==> config.mk <==
export PLATFORM = sky130hd
export DESIGN_NAME = sicf_top
export DESIGN_NICKNAME = d
export VERILOG_FILES = /design/src/common/sicf_pkg.sv /design/src/rtl/sicf_sync.sv /design/src/rtl/sicf_top.sv
export SDC_FILE = /design/constraint.sdc
export NUM_CORES = 1
export LEC_CHECK = 0
export ABC_AREA = 1
export BUFFER_PORTS_ARGS = -buffer_cell sky130_fd_sc_hd__buf_2
export CAP_MARGIN = 30
export CORE_MARGIN = 4
export CORE_UTILIZATION = 50
export DETAILED_ROUTE_END_ITERATION = 12
export GPL_TIMING_DRIVEN = 0
export PLACE_DENSITY_LB_ADDON = 0.05
export SYNTH_ARGS = -nofsm -noshare
export SYNTH_HDL_FRONTEND = slang
export SYNTH_SLANG_ARGS = --single-unit
==> constraint.sdc <==
create_clock -name i_ref_clk -period 3.9 [get_ports i_ref_clk]
set_input_delay 0.39 -clock i_ref_clk [delete_from_list [all_inputs] [get_ports i_ref_clk]]
set_output_delay 0.39 -clock i_ref_clk [all_outputs]
set_load 0.01 [all_outputs]
==> src/common/sicf_pkg.sv <==
package sicf_pkg;
    localparam int unsigned CLK_HZ        = 25000000;
    localparam int unsigned IDLE_TIME_MS  = 1000;
    localparam int unsigned IDLE_CYCLES   = CLK_HZ / 1000 * IDLE_TIME_MS;
    localparam int unsigned PERIOD_TIME_MS = 3000;
    localparam int unsigned PERIOD_CYCLES = CLK_HZ / 1000 * PERIOD_TIME_MS;
    // Ten equal slots: four blinks use eight, the last two stay dark
    localparam int unsigned SLOTS_PER_PERIOD = 10;
    localparam int unsigned CUR_W         = 8;
    localparam int unsigned IDLE_PCT      = 60;
    localparam int unsigned BLINK_OC      = 1;
    localparam int unsigned BLINK_OV      = 2;
    localparam int unsigned BLINK_PH      = 4;
    localparam int unsigned FLT_OC_BIT    = 0;
    localparam int unsigned FLT_OV_BIT    = 1;
    localparam int unsigned FLT_PH_BIT    = 2;
    localparam int unsigned FLT_W         = 3;
endpackage

==> src/rtl/sicf_sync.sv <==
`timescale 1ns/100ps
// Two-flop synchroniser for one asynchronous level
module sicf_sync (
    // Clock and reset
    input  wire logic i_ref_clk,
    input  wire logic i_rst,
    // Level
    input  wire logic i_d,
    output logic      o_q
);
    logic meta_q;

    // Only the second flop is read downstream
    always_ff @(posedge i_ref_clk or posedge i_rst) begin
        if (i_rst) begin
            meta_q <= 1'b0;
            o_q    <= 1'b0;
        end else begin
            meta_q <= i_d;
            o_q    <= meta_q;
        end
    end
endmodule

==> src/rtl/sicf_top.sv <==
`timescale 1ns/100ps
module sicf_top
    import sicf_pkg::*;
#(
    parameter int unsigned IDLE_CNT   = IDLE_CYCLES,
    parameter int unsigned PERIOD_CNT = PERIOD_CYCLES
) (
    // Clock and power-on reset
    input  wire logic             i_ref_clk,
    input  wire logic             i_rst,
    // Controller and switches
    input  wire logic             i_step_pulse_input,
    input  wire logic             i_standstill_current_select_switch,
    input  wire logic [CUR_W-1:0] i_dynamic_current,
    // Fault detectors from the power stage
    input  wire logic             i_over_current,
    input  wire logic             i_over_voltage,
    input  wire logic             i_phase_error,
    // Power stage and indicator
    output logic [CUR_W-1:0]      o_current_target,
    output logic                  o_standstill_target_q_dummy,
    output logic                  o_bridge_enable,
    output logic                  o_red_led,
    output logic [FLT_W-1:0]      o_fault_latched
);
    localparam int unsigned SLOT_CNT = PERIOD_CNT / SLOTS_PER_PERIOD;

    logic             step_s;
    logic             sw_s;
    logic             oc_s;
    logic             ov_s;
    logic             ph_s;
    logic             step_prev_q;
    logic             step_edge;
    logic [31:0]      idle_cnt_q;
    logic             idle_q;
    logic [FLT_W-1:0] fault_q;
    logic [31:0]      slot_cnt_q;
    logic [3:0]       slot_q;
    logic [2:0]       blinks;
    logic [CUR_W-1:0] standstill_cur;
    logic [CUR_W-1:0] reduced_cur;
    logic [CUR_W+6:0] prod;

    // Step, switch and fault pins are asynchronous to the reference clock; the current code is used unsynchronised
    sicf_sync u_sync_step (.i_ref_clk(i_ref_clk), .i_rst(i_rst),
        .i_d(i_step_pulse_input), .o_q(step_s));
    sicf_sync u_sync_sw (.i_ref_clk(i_ref_clk), .i_rst(i_rst),
        .i_d(i_standstill_current_select_switch), .o_q(sw_s));
    sicf_sync u_sync_oc (.i_ref_clk(i_ref_clk), .i_rst(i_rst),
        .i_d(i_over_current), .o_q(oc_s));
    sicf_sync u_sync_ov (.i_ref_clk(i_ref_clk), .i_rst(i_rst),
        .i_d(i_over_voltage), .o_q(ov_s));
    sicf_sync u_sync_ph (.i_ref_clk(i_ref_clk), .i_rst(i_rst),
        .i_d(i_phase_error), .o_q(ph_s));

    // Rising edge of the synchronised step input
    always_ff @(posedge i_ref_clk or posedge i_rst) begin
        if (i_rst) begin
            step_prev_q <= 1'b0;
        end else begin
            step_prev_q <= step_s;
        end
    end
    assign step_edge = step_s & ~step_prev_q;

    // Idle timer restarts on each step edge
    always_ff @(posedge i_ref_clk or posedge i_rst) begin
        if (i_rst) begin
            idle_cnt_q <= 32'h0;
            idle_q     <= 1'b0;
        end else if (step_edge) begin
            idle_cnt_q <= 32'h0;
            idle_q     <= 1'b0;
        end else if (idle_cnt_q >= IDLE_CNT - 1) begin
            idle_q     <= 1'b1;
        end else begin
            idle_cnt_q <= idle_cnt_q + 32'h1;
        end
    end

    // Current targets; integer scaling truncates toward zero
    assign prod           = ({7'h0, i_dynamic_current}) * 15'(IDLE_PCT);
    assign reduced_cur    = CUR_W'(prod / 15'(100));
    assign standstill_cur = sw_s ? i_dynamic_current
                                 : (i_dynamic_current >> 1);

    // Running uses full current; idle takes the lower of both limits
    always_ff @(posedge i_ref_clk or posedge i_rst) begin
        if (i_rst) begin
            o_current_target            <= '0;
            o_standstill_target_q_dummy <= 1'b0;
        end else begin
            o_standstill_target_q_dummy <= idle_q;
            if (!idle_q || step_edge) begin
                o_current_target <= i_dynamic_current;
            end else if (standstill_cur < reduced_cur) begin
                o_current_target <= standstill_cur;
            end else begin
                o_current_target <= reduced_cur;
            end
        end
    end

    // Faults latch; only reset clears them
    always_ff @(posedge i_ref_clk or posedge i_rst) begin
        if (i_rst) begin
            fault_q <= '0;
        end else begin
            fault_q[FLT_OC_BIT] <= fault_q[FLT_OC_BIT] | oc_s;
            fault_q[FLT_OV_BIT] <= fault_q[FLT_OV_BIT] | ov_s;
            fault_q[FLT_PH_BIT] <= fault_q[FLT_PH_BIT] | ph_s;
        end
    end

    // Bridge off while any fault is held
    always_ff @(posedge i_ref_clk or posedge i_rst) begin
        if (i_rst) begin
            o_bridge_enable <= 1'b0;
            o_fault_latched <= '0;
        end else begin
            // Raw synced faults cut the bridge one cycle before the latch
            o_bridge_enable <= ~(|fault_q) &
                               ~(oc_s | ov_s | ph_s);
            o_fault_latched <= fault_q;
        end
    end

    // Priority: over-current, then over-voltage, then phase
    always_comb begin
        blinks = 3'h0;
        if (fault_q[FLT_OC_BIT]) begin
            blinks = 3'(BLINK_OC);
        end else if (fault_q[FLT_OV_BIT]) begin
            blinks = 3'(BLINK_OV);
        end else if (fault_q[FLT_PH_BIT]) begin
            blinks = 3'(BLINK_PH);
        end
    end

    // Period split into equal slots; restarts at first fault
    always_ff @(posedge i_ref_clk or posedge i_rst) begin
        if (i_rst) begin
            slot_cnt_q <= 32'h0;
            slot_q     <= 4'h0;
        end else if (fault_q == '0) begin
            slot_cnt_q <= 32'h0;
            slot_q     <= 4'h0;
        end else if (slot_cnt_q >= SLOT_CNT - 1) begin
            slot_cnt_q <= 32'h0;
            if (slot_q >= 4'(SLOTS_PER_PERIOD - 1)) begin
                slot_q <= 4'h0;
            end else begin
                slot_q <= slot_q + 4'h1;
            end
        end else begin
            slot_cnt_q <= slot_cnt_q + 32'h1;
        end
    end

    // Even slots lit, up to twice the blink count, dark afterwards
    always_ff @(posedge i_ref_clk or posedge i_rst) begin
        if (i_rst) begin
            o_red_led <= 1'b0;
        end else begin
            o_red_led <= (fault_q != '0) && !slot_q[0] &&
                         ({1'b0, slot_q} < {1'b0, blinks, 1'b0});
        end
    end
endmodule

* Yosys cells after proc, flatten, opt, wreduce, memory -nomap -nowiden
Index checks and enable logic that the tools add are counted.
** Storage, ports and cells
- Output and inout bits :: 14
- Logic and storage cells :: 67
- Input bits :: 15
- Bits in registers :: 97
** Operators by class
- Muxes and demuxes :: 15
- Eq/ne operators :: 1
- Add/sub/neg operators :: 3
- Divide/modulo/power cells :: 1
- Bitwise gates (word level) :: 10
- Multiply operators :: 1
- Reductions and logical operators :: 10
- Magnitude comparators :: 5
** Operators by type and width (count)
- $mux 32 :: 4
- $add 32x1->32 const B :: 2
- $ge 32x23->1 const B :: 1
- $ge 32x25->1 const B :: 1
- $mux 8 :: 3
- $div 14x7->15 const B :: 1
- $mul 8x4->12 const B :: 1
- $mux 4 :: 3
- $mux 3 :: 3
- $lt 8x8->1 :: 1
- $or 1x1->1 :: 5
- $add 4x1->4 const B :: 1
- $ge 4x4->1 const B :: 1
- $lt 4x4->1 :: 1
- $reduce_bool 2->1 :: 2
- $logic_not 3->1 :: 1
- $not 1->1 :: 3
- $reduce_bool 3->1 :: 1
- $reduce_or 3->1 :: 1
- $and 1x1->1 :: 2
- $logic_and 1x1->1 :: 2
- $logic_not 1->1 :: 2
- $mux 1 :: 2
- $ne 2x2->1 const B :: 1
- $logic_or 1x1->1 :: 1

* Logic depth before layout (Yosys ltp)
Gate-level depths: netlist of the first run.
- Word-level depth :: 5
- Mapped depth :: 70
- Mapped depth without buffers :: 70

* Cells and area by module
A second synthesis of the first run with hierarchy kept.
** Unflattened totals
- Cell total of the unflattened synthesis :: 1051
- Area, all modules :: 7414.6 µm²
** Modules (own cells, without submodules)
- sicf_top :: times used 1, area an instance 7145.6 µm², cells an instance 1036
- sicf_sync :: times used 5, area an instance 53.8 µm², cells an instance 3

* Least setup slack after synthesis of the first run
No wires, ideal clock.
- Path type :: in2reg
- Start point :: input port i_dynamic_current[5]
- End point :: register o_current_target[4]
- Stages :: 68
- Slack :: -3.168 ns
- Buffers on the path :: 1
- Arrival time :: 6.950 ns
- Cell sequence :: inv_1 -> fa_1 -> fa_1 -> inv_1 -> ha_1 -> nand2_1 -> inv_2 -> nand2_1 -> nand2_1 -> nand2_1 -> nand3_1 -> nand2_2 -> nand2_4 -> nor2_8 -> nand2_4 -> nand2_2 -> nand2_4 -> nor2_4 -> (+32 left out) -> nor2_8 -> nand2_4 -> nand2_4 -> nand3_4 -> nand3b_1 -> nand2_1 -> nor2_1 -> nand2_1 -> nand2_1 -> nand2_1 -> nand2_1 -> nand2_1 -> nand2_1 -> nand2_4 -> nand2_4 -> nand2_1 -> nand3_1 -> nand2_1
** On the way
- Cells in the longest elaborated chain, start to end :: 5
** RTL lines
- start: declaration :: line sicf_top.sv:14 : input wire logic [CUR_W-1:0] i_dynamic_current,
- $mul 8x4->12 :: line sicf_top.sv:83 : assign prod = ({7'h0, i_dynamic_current}) * 15'(IDLE_PCT);
- $div 14x7->15 :: line sicf_top.sv:84 : assign reduced_cur = CUR_W'(prod / 15'(100));
- $lt 8x8->1 :: line sicf_top.sv:97 : end else if (standstill_cur < reduced_cur) begin
- $mux 8 (*) :: line sicf_top.sv:97
- $mux 8 (*) :: line sicf_top.sv:95 : if (!idle_q || step_edge) begin
- end signal: assignment :: line sicf_top.sv:96 : o_current_target <= i_dynamic_current;
- end signal: assignment :: line sicf_top.sv:98 : o_current_target <= standstill_cur;
- end signal: assignment :: line sicf_top.sv:100 : o_current_target <= reduced_cur;
- end: declaration :: line sicf_top.sv:20 : output logic [CUR_W-1:0] o_current_target,
Mark *: on every way between the ends. The rest lies on a longest branch, timed or not.
A chain may end at the register's enable or synchronous reset.

* Worst setup path in the final report of the first run
- Start point :: input port i_dynamic_current[1]
- End point :: register o_current_target[3]
The elaborated chain is that of the path after synthesis.

==> results of run 1 <==
[placed cells by master (no fill, tap or decap), types with 17 or more instances in the layout]
| cell type | Yosys | routed |
|---|---|---|
| nor2_1 | 83 | 67 |
| nand3_1 | 94 | 66 |
| ha_1 | 33 | 26 |
| dfrtp_1 | 97 | 97 |
| nand3_2 | 5 | 28 |
| nand4_1 | 23 | 23 |
| nand2_4 | 30 | 51 |
| nor2_4 | 10 | 18 |
| a21oi_1 | 39 | 33 |
| inv_1 | 150 | 138 |
| inv_2 | 19 | 20 |
| buf_4 | 1 | 82 |
| nand2_1 | 260 | 202 |
| nand2_2 | 24 | 57 |
| buf_2 | 0 | 23 |
| nor2_2 | 9 | 17 |
| o21ai_0 | 34 | 33 |
[cell families after synthesis]
kind of cell               after synthesis  share of synthesized area, %
and+or+nand+nor                        602                          41.1
AOI/OAI and AO/OA                       98                          7.56
buffers and inverters                  181                          9.02
adders and majority gates               46                          8.71
DFF                                     97                          31.4
other                                    1                        0.0485
xor gates and xnor gates                18                          2.14
[per-layer routing]
layer	up-vias	track usage (%)	wire [um]
met1	3234	24.4	7550
met3	18	2.63	433
met5	-	0	0
met2	90	35.6	9190
li1	3611	-	-
met4	0	4.68	221
[cell type report]
class | instances | area (um2)
clock inverters | 5 | 63.8
plain buffers | 8 | 48.8
clock buffers | 10 | 239
fillers | 1303 | 5150
repair buffers | 116 | 896
inverters | 173 | 687
well taps | 188 | 235
multi-input cells | 774 | 5400
flip-flops and latches | 97 | 2430
[through the flow]
step	setup slack [ns]	TNS [ns]	area, um2	util [%]
finish	-3.45	-27.50	10000	66.0
detailed placement	-4.40	-35.36	8240	54.4
global route	-3.95	-31.91	10000	66.0
CTS	-3.39	-26.97	9400	62.1
floorplan	-3.10	-24.72	7830	-
global placement	-4.32	-41.70	8210	54.2
[state kept, by name (all words and copies together), names as in the netlist, 3 cells and up]
signal	flops
fault_q	3
idle_cnt_q	32
slot_cnt_q	32
slot_q	4
o_fault_latched	3
o_current_target	8
[path summary, 6_finish.rpt]
path                                                    startpoint                               endpoint  slack, ns  cells past startpoint
worst max-delay path                          i_dynamic_current[1]          o_current_target[3]$_DFF_PP0_      -3.45                     66
min in group i_ref_clk          i_standstill_current_select_switch             u_sync_sw.meta_q$_DFF_PP0_       0.16                      1
worst min register to register          u_sync_oc.meta_q$_DFF_PP0_                u_sync_oc.o_q$_DFF_PP0_       0.35                      0
worst min-delay path                                         i_rst  o_standstill_target_q_dummy$_DFF_PP0_       0.03                      2
max in group asynchronous                                    i_rst               slot_cnt_q[23]$_DFF_PP0_       3.25                      3
worst max register to register           idle_cnt_q[1]$_DFFE_PP0P_             idle_cnt_q[23]$_DFFE_PP0P_       0.07                     26
[worst max-delay path: cells and delay by family]
| kind | cells | cell delay, ns |
|---|---|---|
| adders and majority gates | 3 | 1.24 |
| AOI/OAI and AO/OA | 1 | 0.21 |
| buffers and inverters | 7 | 0.82 |
| and+or+nand+nor | 55 | 4.88 |
[repair_timing]
action | CTS | global route
pin swaps | 71 | 61
setup buffers | 64 | 21
gates cloned | 2 | 0
setup endpoints to repair | 11 | 14
resized for setup | 90 | 108
==> results.json, run 1 <==
{
  "die_area_um2": 17500,
  "yosys-top-cells-count": "260 x nand2_1, 150 x inv_1, 97 x dfrtp_1",
  "hpwl_mm": 12.4,
  "syn_inst": 1043,
  "grt_antenna_before_repair": 0,
  "rsz0062_at_grt": "yes",
  "arrival_ns": 7.58,
  "synth_area_per_cell_um2": 7.41,
  "area_growth_pct": 29.4,
  "clockBufferDepth": 2,
  "violations": "setup timing",
  "fin_ws_ns": -3.45,
  "first_global_vias": 6548,
  "fmax_mhz": 136,
  "async_reset_ff_share_pct": 100,
  "ys.flop_type": "dfrtp_1",
  "layout.nets": 1240,
  "hold_class": "input pin to asynchronous set/reset pin",
  "yosysMostFrequentCell": "nand2_1",
  "status": "finished with violations",
  "vias_per_cell": 5.07,
  "fp.coreArea_um2": 15100,
  "startpoint_type": "input pin",
  "max_cap_viol_count": 0,
  "fin_crit_sh_pct": 188,
  "synth_cell_types": 49,
  "synth_edf_count": 0,
  "rows": 45,
  "start_util_pct": 51.0,
  "period_needed_ns": 7.35,
  "crit_type": "input pin to register",
  "yosysSeqAreaShare_pct": 31.4,
  "holdWs_ns": 0.0278,
  "clkTransAtPathRegs_ns": 0.07,
  "crit_path_top_delay_cell": "fa_1",
  "overflow": 0,
  "placed_cells": 1269,
  "ant_nets": 0,
  "diodes": 0,
  "setup_viol": 8,
  "hold_buffers": 0,
  "cp.required_ns": 4.13,
  "clock_latency_ns": 0.34,
  "vias": 6953,
  "cp-end-kind": "register",
  "synth.area.top_cells": "dfrtp_1 31%, nand2_1 13%, inv_1 7.3%, nand3_1 6.1%, ha_1 5.3%",
  "grt_max_degree": 72,
  "finalHoldViolations": 0,
  "grtUsageTotal_pct": 19.5,
  "routedWlPerCell_um": 12.7,
  "drive_gt1_share_pct": 33.4,
  "fin_skew_ns": 0.00938,
  "gp_congestion": 0.870,
  "tightest_slew_ns": 0.887,
  "netlist.area_leader.share_pct": 31.4,
  "netlist_area_um2": 7730,
  "routed_wl_mm": 17.4,
  "io_buffer_count": 28,
  "instances_no_fill": 1371,
  "path_max_fanout": 8,
  "max_stage_delay_ns": 0.49,
  "htree_levels": 3,
  "synth.ff_latch_count": 97,
  "yosysTopAreaCell": "dfrtp_1",
  "fp.dieH_um": 132,
  "cts_root_buf": "clkbuf_16",
  "cts_num_sinks": 97,
  "drc": 0,
  "path_common_cell": "nand2_4",
  "numCtsBuffers": 9,
  "io_pins": 29,
  "synth_warnings": 0,
  "grt_pass1_wl_mm": 29.2,
  "drt_iter0_drc": 328,
  "dr.pass1.iters": 5,
  "die_x_um": 132,
  "relSlewSlack_pct": 40.5,
  "slew_viol_final": 0,
  "cts_tree": "done"
}
Power of run 1 is left out: the tool's default activity adds up to more than one toggle a clock period on the data nets, which glitch-free logic cannot reach.
==> inputs of run 2 (changes only) <==
ABC_AREA = unset   (was 1)
==> run 2 against run 1 <==
The run still ends with setup timing left. Fmax shrank 11%. Sequential share of layout area shrank 0.052 points. Flip-flop and latch count is the same. Synthesized area grew 1.5%. Final cell count shrank 11%. First-iteration DRC count grew 23%. Register-to-register slack gained 0.41 ns. Synthesized cell count shrank 16%. Global-route usage grew 3.9 points. Highest routed layer unchanged.
==> results.json, run 2 <==
{
  "status": "finished with violations",
  "violations": "setup timing",
  "cts_tree": "done",
  "fp.dieH_um": 133,
  "die_x_um": 133,
  "max_stage_delay_ns": 0.50,
  "placed_cell_area_um2": 8500,
  "cts_root_buf": "clkbuf_16",
  "first_global_vias": 7358,
  "final_util_pct": 65.7,
  "placed_cells": 1129,
  "htree_levels": 3,
  "relSlewSlack_pct": 31.6,
  "routedWlPerCell_um": 17.2,
  "layout.nets": 1072,
  "async_reset_ff_share_pct": 100,
  "synth_edf_count": 0,
  "grt_max_degree": 66,
  "crit_type": "input pin to register",
  "yosys-top-cells-count": "106 x nor2_1, 97 x dfrtp_1, 61 x nand2_1",
  "grt_antenna_before_repair": 0,
  "cts_num_sinks": 97,
  "start_util_pct": 51.4,
  "fin_area_um2": 10000,
  "vias_per_cell": 6.01,
  "io_buffer_count": 28,
  "setup_viol": 8,
  "synth_cell_types": 101,
  "mostFrequentLayoutCells": "101 x nor2_1, 97 x dfrtp_1, 74 x buf_4, 61 x nand2_1, 43 x nand3_1",
  "gp_congestion": 0.894,
  "crit_path_top_delay_cell": "fa_1",
  "cp.required_ns": 4.16,
  "r2r-start": "idle_cnt_q[9]$_DFFE_PP0P_",
  "reg2reg_slack_ns": 0.48,
  "overflow": 0,
  "io_pins": 29,
  "hpwl_mm": 14.9,
  "routed_wl_mm": 21.1,
  "drive_gt1_share_pct": 28.0,
  "synth_area_per_cell_um2": 8.90,
  "vias": 7377,
  "fmax_mhz": 122,
  "arrival_ns": 8.48,
  "ys.flop_type": "dfrtp_1",
  "drt_iter0_drc": 405,
  "rows": 45,
  "fin_crit_sh_pct": 211,
  "synth.area.top_cells": "dfrtp_1 31%, ha_1 5.3%, nor2_1 5.1%, fa_1 3.3%, xor2_1 3.2%",
  "area_growth_pct": 27.7,
  "cp_num_buf_inv": 12,
  "netlist_area_um2": 7840,
  "yosysTopAreaCell": "dfrtp_1",
  "fin_skew_ns": 0.0106,
  "holdWs_ns": 0.0527,
  "clock_latency_ns": 0.35,
  "yosysSeqAreaShare_pct": 30.9,
  "top_regs": "idle_cnt_q (32), slot_cnt_q (32), o_current_target (8)",
  "period_needed_ns": 8.22,
  "clkTransAtPathRegs_ns": 0.08,
  "cp_top_family": "compound AO/OA/AOI/OAI gates",
  "synth.ff_latch_count": 97,
  "fp.coreArea_um2": 15300,
  "clockBufferDepth": 2,
  "netlist.area_leader.share_pct": 30.9,
  "rsz0062_at_grt": "yes",
  "synth_warnings": 0,
  "layout_commonest_cell": "nor2_1",
  "max_cap_viol_count": 0,
  "dr.pass1.iters": 5,
  "path_max_fanout": 10,
  "instances_no_fill": 1227,
  "r2r-end": "idle_cnt_q[23]$_DFFE_PP0P_",
  "diodes": 0,
  "tightest_slew_ns": 1.02,
  "ant_nets": 0,
  "die_area_um2": 17800,
  "yosysMostFrequentCell": "nor2_1",
  "cp-end-kind": "register",
  "grtUsageTotal_pct": 23.4,
  "startpoint_type": "input pin",
  "syn_inst": 881,
  "numCtsBuffers": 9,
  "reg2reg_depth": 13,
  "fin_ws_ns": -4.32,
  "slew_viol_final": 0,
  "grt_pass1_wl_mm": 34.9,
  "drc": 0,
  "hold_class": "input pin to asynchronous set/reset pin",
  "finalHoldViolations": 0
}
-- run 2: changes by cell type after synthesis, moves of 23 or more --
cell	before	now
nand2_4	30	0
nor2_1	83	106
nand2_2	24	0
nand3_1	94	44
nand2_1	260	61
inv_1	150	38
-- run 2: worst max-delay path by stage --
stage                         startpoint                            end  slack, ns  cells past startpoint
floorplan           i_dynamic_current[2]  o_current_target[1]$_DFF_PP0_      -4.01                     31
global placement    i_dynamic_current[2]  o_current_target[2]$_DFF_PP0_      -5.34                     29
detailed placement  i_dynamic_current[5]  o_current_target[2]$_DFF_PP0_      -5.35                     32
CTS                 i_dynamic_current[0]  o_current_target[1]$_DFF_PP0_      -4.30                     32
global route        i_dynamic_current[4]  o_current_target[0]$_DFF_PP0_      -4.60                     36
finish              i_dynamic_current[2]  o_current_target[6]$_DFF_PP0_      -4.32                     37
-- run 2: cell families (layout without fill, tap and decap cells) --
kind of cell / count (synthesis) / in the layout / synth area share, %
buf+inv: 67 / 192 / 3.59
simple gates: 361 / 361 / 24.1
other cells: 1 / 9 / 0.0478
xor+xnor: 58 / 58 / 6.76
flops: 97 / 97 / 30.9
fa+ha+maj: 46 / 46 / 8.58
mux: 13 / 13 / 1.71
compound gates: 238 / 240 / 24.3
-- run 2: what timing repair did --
action / in CTS / in global routing
buffers inserted: 45 / 33
pin swaps: 42 / 42
endpoints found under the setup margin: 8 / 8
gates cloned: 4 / 0
hold buffers: 0 / 0
gates resized for setup: 56 / 57
-- run 2: worst register-to-register path, stage by stage (launching register included) --
cell      delay (ns)
dfrtp_1         0.41
or4_1           0.52
a211oi_1        0.20
o21ai_0         0.11
a21o_1          0.19
a21oi_1         0.49
and3_1          0.33
and2_1          0.24
inv_1           0.06
nor2_1          0.21
nand4_1         0.19
nor2_1          0.16
xnor2_1         0.14
nor2_1          0.06
-- run 2: per-layer routing --
layer	track usage, %	share of wire, %	wire, um	vias to the layer above
li1	-	-	-	3517
met1	28.2	42	8860	3613
met2	41.6	52	10900	189
met3	3.70	3.6	769	58
met4	9.43	2.6	549	0
met5	0	0	0	-
-- run 2: through the flow --
step,setup slack [ns],setup TNS (ns)
2_1_floorplan,-4.01,-31.94
3_3_place_gp,-5.34,-42.28
3_5_place_dp,-5.35,-42.47
4_1_cts,-4.30,-34.21
5_1_grt,-4.60,-36.43
6_report,-4.32,-34.18
-- run 2: area by class of cell --
class                           count  area, um2
Multi-Input combinational cell    727       5860
Fill cell                        1198       5240
Sequential cell                    97       2430
Timing Repair Buffer              109        853
Tap cell                          211        264
Clock buffer                        9        225
Inverter                           41        173
Buffer                             26        145
Clock inverter                      7       68.8
Power of run 2 is left out for the same reason.
==> inputs of run 3 (changes only) <==
MAX_ROUTING_LAYER = met4   (was unset)
==> run 3 against run 2 <==
The flow still finishes with violations (setup timing). Non-clock buffer count increased by 5. Sequential share of layout area decreased by 0.35 points. Count of clock-buffer cells in the layout unchanged. Critical path type unchanged. Highest routed layer unchanged. Critical endpoint is now o_current_target[1]$_DFF_PP0_.
==> results.json, run 3 (same netlist as run 2, synthesis figures left out) <==
{
  "status": "finished with violations",
  "violations": "setup timing",
  "path_max_fanout": 10,
  "instances_no_fill": 1231,
  "top_regs": "idle_cnt_q (32), slot_cnt_q (32), o_current_target (8)",
  "diodes": 0,
  "fp.coreArea_um2": 15300,
  "max_cap_viol_count": 0,
  "cp.required_ns": 4.09,
  "clock_latency_ns": 0.34,
  "die_area_um2": 17800,
  "io_pins": 29,
  "fin_ws_ns": -4.23,
  "hpwl_mm": 14.8,
  "vias": 7326,
  "fp.dieH_um": 133,
  "htree_levels": 3,
  "period_needed_ns": 8.13,
  "crit_type": "input pin to register",
  "cts_num_sinks": 97,
  "io_buffer_count": 28,
  "vias_per_cell": 5.95,
  "fin_skew_ns": 0.00999,
  "max_stage_delay_ns": 0.52,
  "tightest_slew_ns": 0.944,
  "gp_congestion": 0.903,
  "cp-end-kind": "register",
  "relSlewSlack_pct": 36.6,
  "drc": 0,
  "rsz0062_at_grt": "yes",
  "cts_tree": "done",
  "area_growth_pct": 29.6,
  "layout_commonest_cell": "nor2_1",
  "finalSetupTns_ns": -32.88,
  "rows": 45,
  "overflow": 0,
  "grt_antenna_before_repair": 0,
  "clkTransAtPathRegs_ns": 0.07,
  "routedWlPerCell_um": 17.1,
  "fmax_mhz": 123,
  "layout.nets": 1076,
  "hold_class": "input pin to asynchronous set/reset pin",
  "grt_pass1_wl_mm": 33.9,
  "dp_slack_ns": -5.30,
  "startpoint_type": "input pin",
  "start_util_pct": 51.4,
  "holdWs_ns": 0.0444,
  "drive_gt1_share_pct": 29.8,
  "drt_iter0_drc": 369,
  "clockBufferDepth": 2,
  "routed_wl_mm": 21.1,
  "finalHoldViolations": 0,
  "dr.pass1.iters": 5,
  "slew_viol_final": 0,
  "fin_crit_sh_pct": 208,
  "cts_root_buf": "clkbuf_16",
  "ant_nets": 0,
  "first_global_vias": 7139,
  "crit_path_top_delay_cell": "fa_1",
  "arrival_ns": 8.32,
  "grtUsageTotal_pct": 23.5,
  "grt_max_degree": 70,
  "placed_cells": 1129,
  "die_x_um": 133,
  "mostFrequentLayoutCells": "99 x nor2_1, 97 x dfrtp_1, 78 x buf_4, 61 x nand2_1, 42 x nand3_1",
  "numCtsBuffers": 9,
  "setup_viol": 8
}
run 3: worst paths after layout:
path                                            start                            end  slack [ns]  depth (start not counted)
min in group i_ref_clk                  i_phase_error     u_sync_ph.meta_q$_DFF_PP0_        0.15                          1
max reg2reg                 idle_cnt_q[9]$_DFFE_PP0P_     idle_cnt_q[19]$_DFFE_PP0P_        0.48                         13
min                                             i_rst     idle_cnt_q[18]$_DFFE_PP0P_        0.04                          2
min reg2reg                u_sync_ov.meta_q$_DFF_PP0_        u_sync_ov.o_q$_DFF_PP0_        0.36                          0
max                              i_dynamic_current[5]  o_current_target[1]$_DFF_PP0_       -4.23                         33
max in group asynchronous                       i_rst       slot_cnt_q[11]$_DFF_PP0_        3.22                          3
run 3: critical path: cells and delay by family:
kind                       cells  cell delay [ns]
and+or+nand+nor               11             2.66
AOI/OAI and AO/OA             11             2.46
buffers and inverters          6             0.80
muxes                          1             0.35
adders and majority gates      4             1.62
run 3: routing by layer:
metal  track usage (%)  share of wire [%]  vias to the layer above
met3              2.98                2.9                       44
li1                  -                  -                     3511
met1              28.2                 43                     3613
met5                 -                  0                        -
met2              40.4                 52                      158
met4              9.49                2.7                        0
run 3: area by class of cell:
class	count	area, um2
buffer	26	153
timing repair buffer	114	915
inverter	41	178
clock inverter	7	61.3
sequential	97	2430
fill	1202	5090
multi-input combinational	726	5950
tap	211	264
clock buffer	9	225
run 3: timing repair:
action	4_1_cts	5_1_grt
gates resized for setup	67	76
cloned	1	1
buffers inserted	52	32
hold buffers	0	0
setup endpoints to repair	8	8
pin swaps	45	40
run 3: through the flow:
| stage | cell area (um2) | utilization, % |
|---|---|---|
| after global routing | 10200 | 66.6 |
| after global placement | 8470 | 55.5 |
| final | 10200 | 66.6 |
| after CTS | 9570 | 62.7 |
| after detailed placement | 8500 | 55.7 |
| after floorplan | 8070 | - |
Power of run 3 is left out for the same reason.
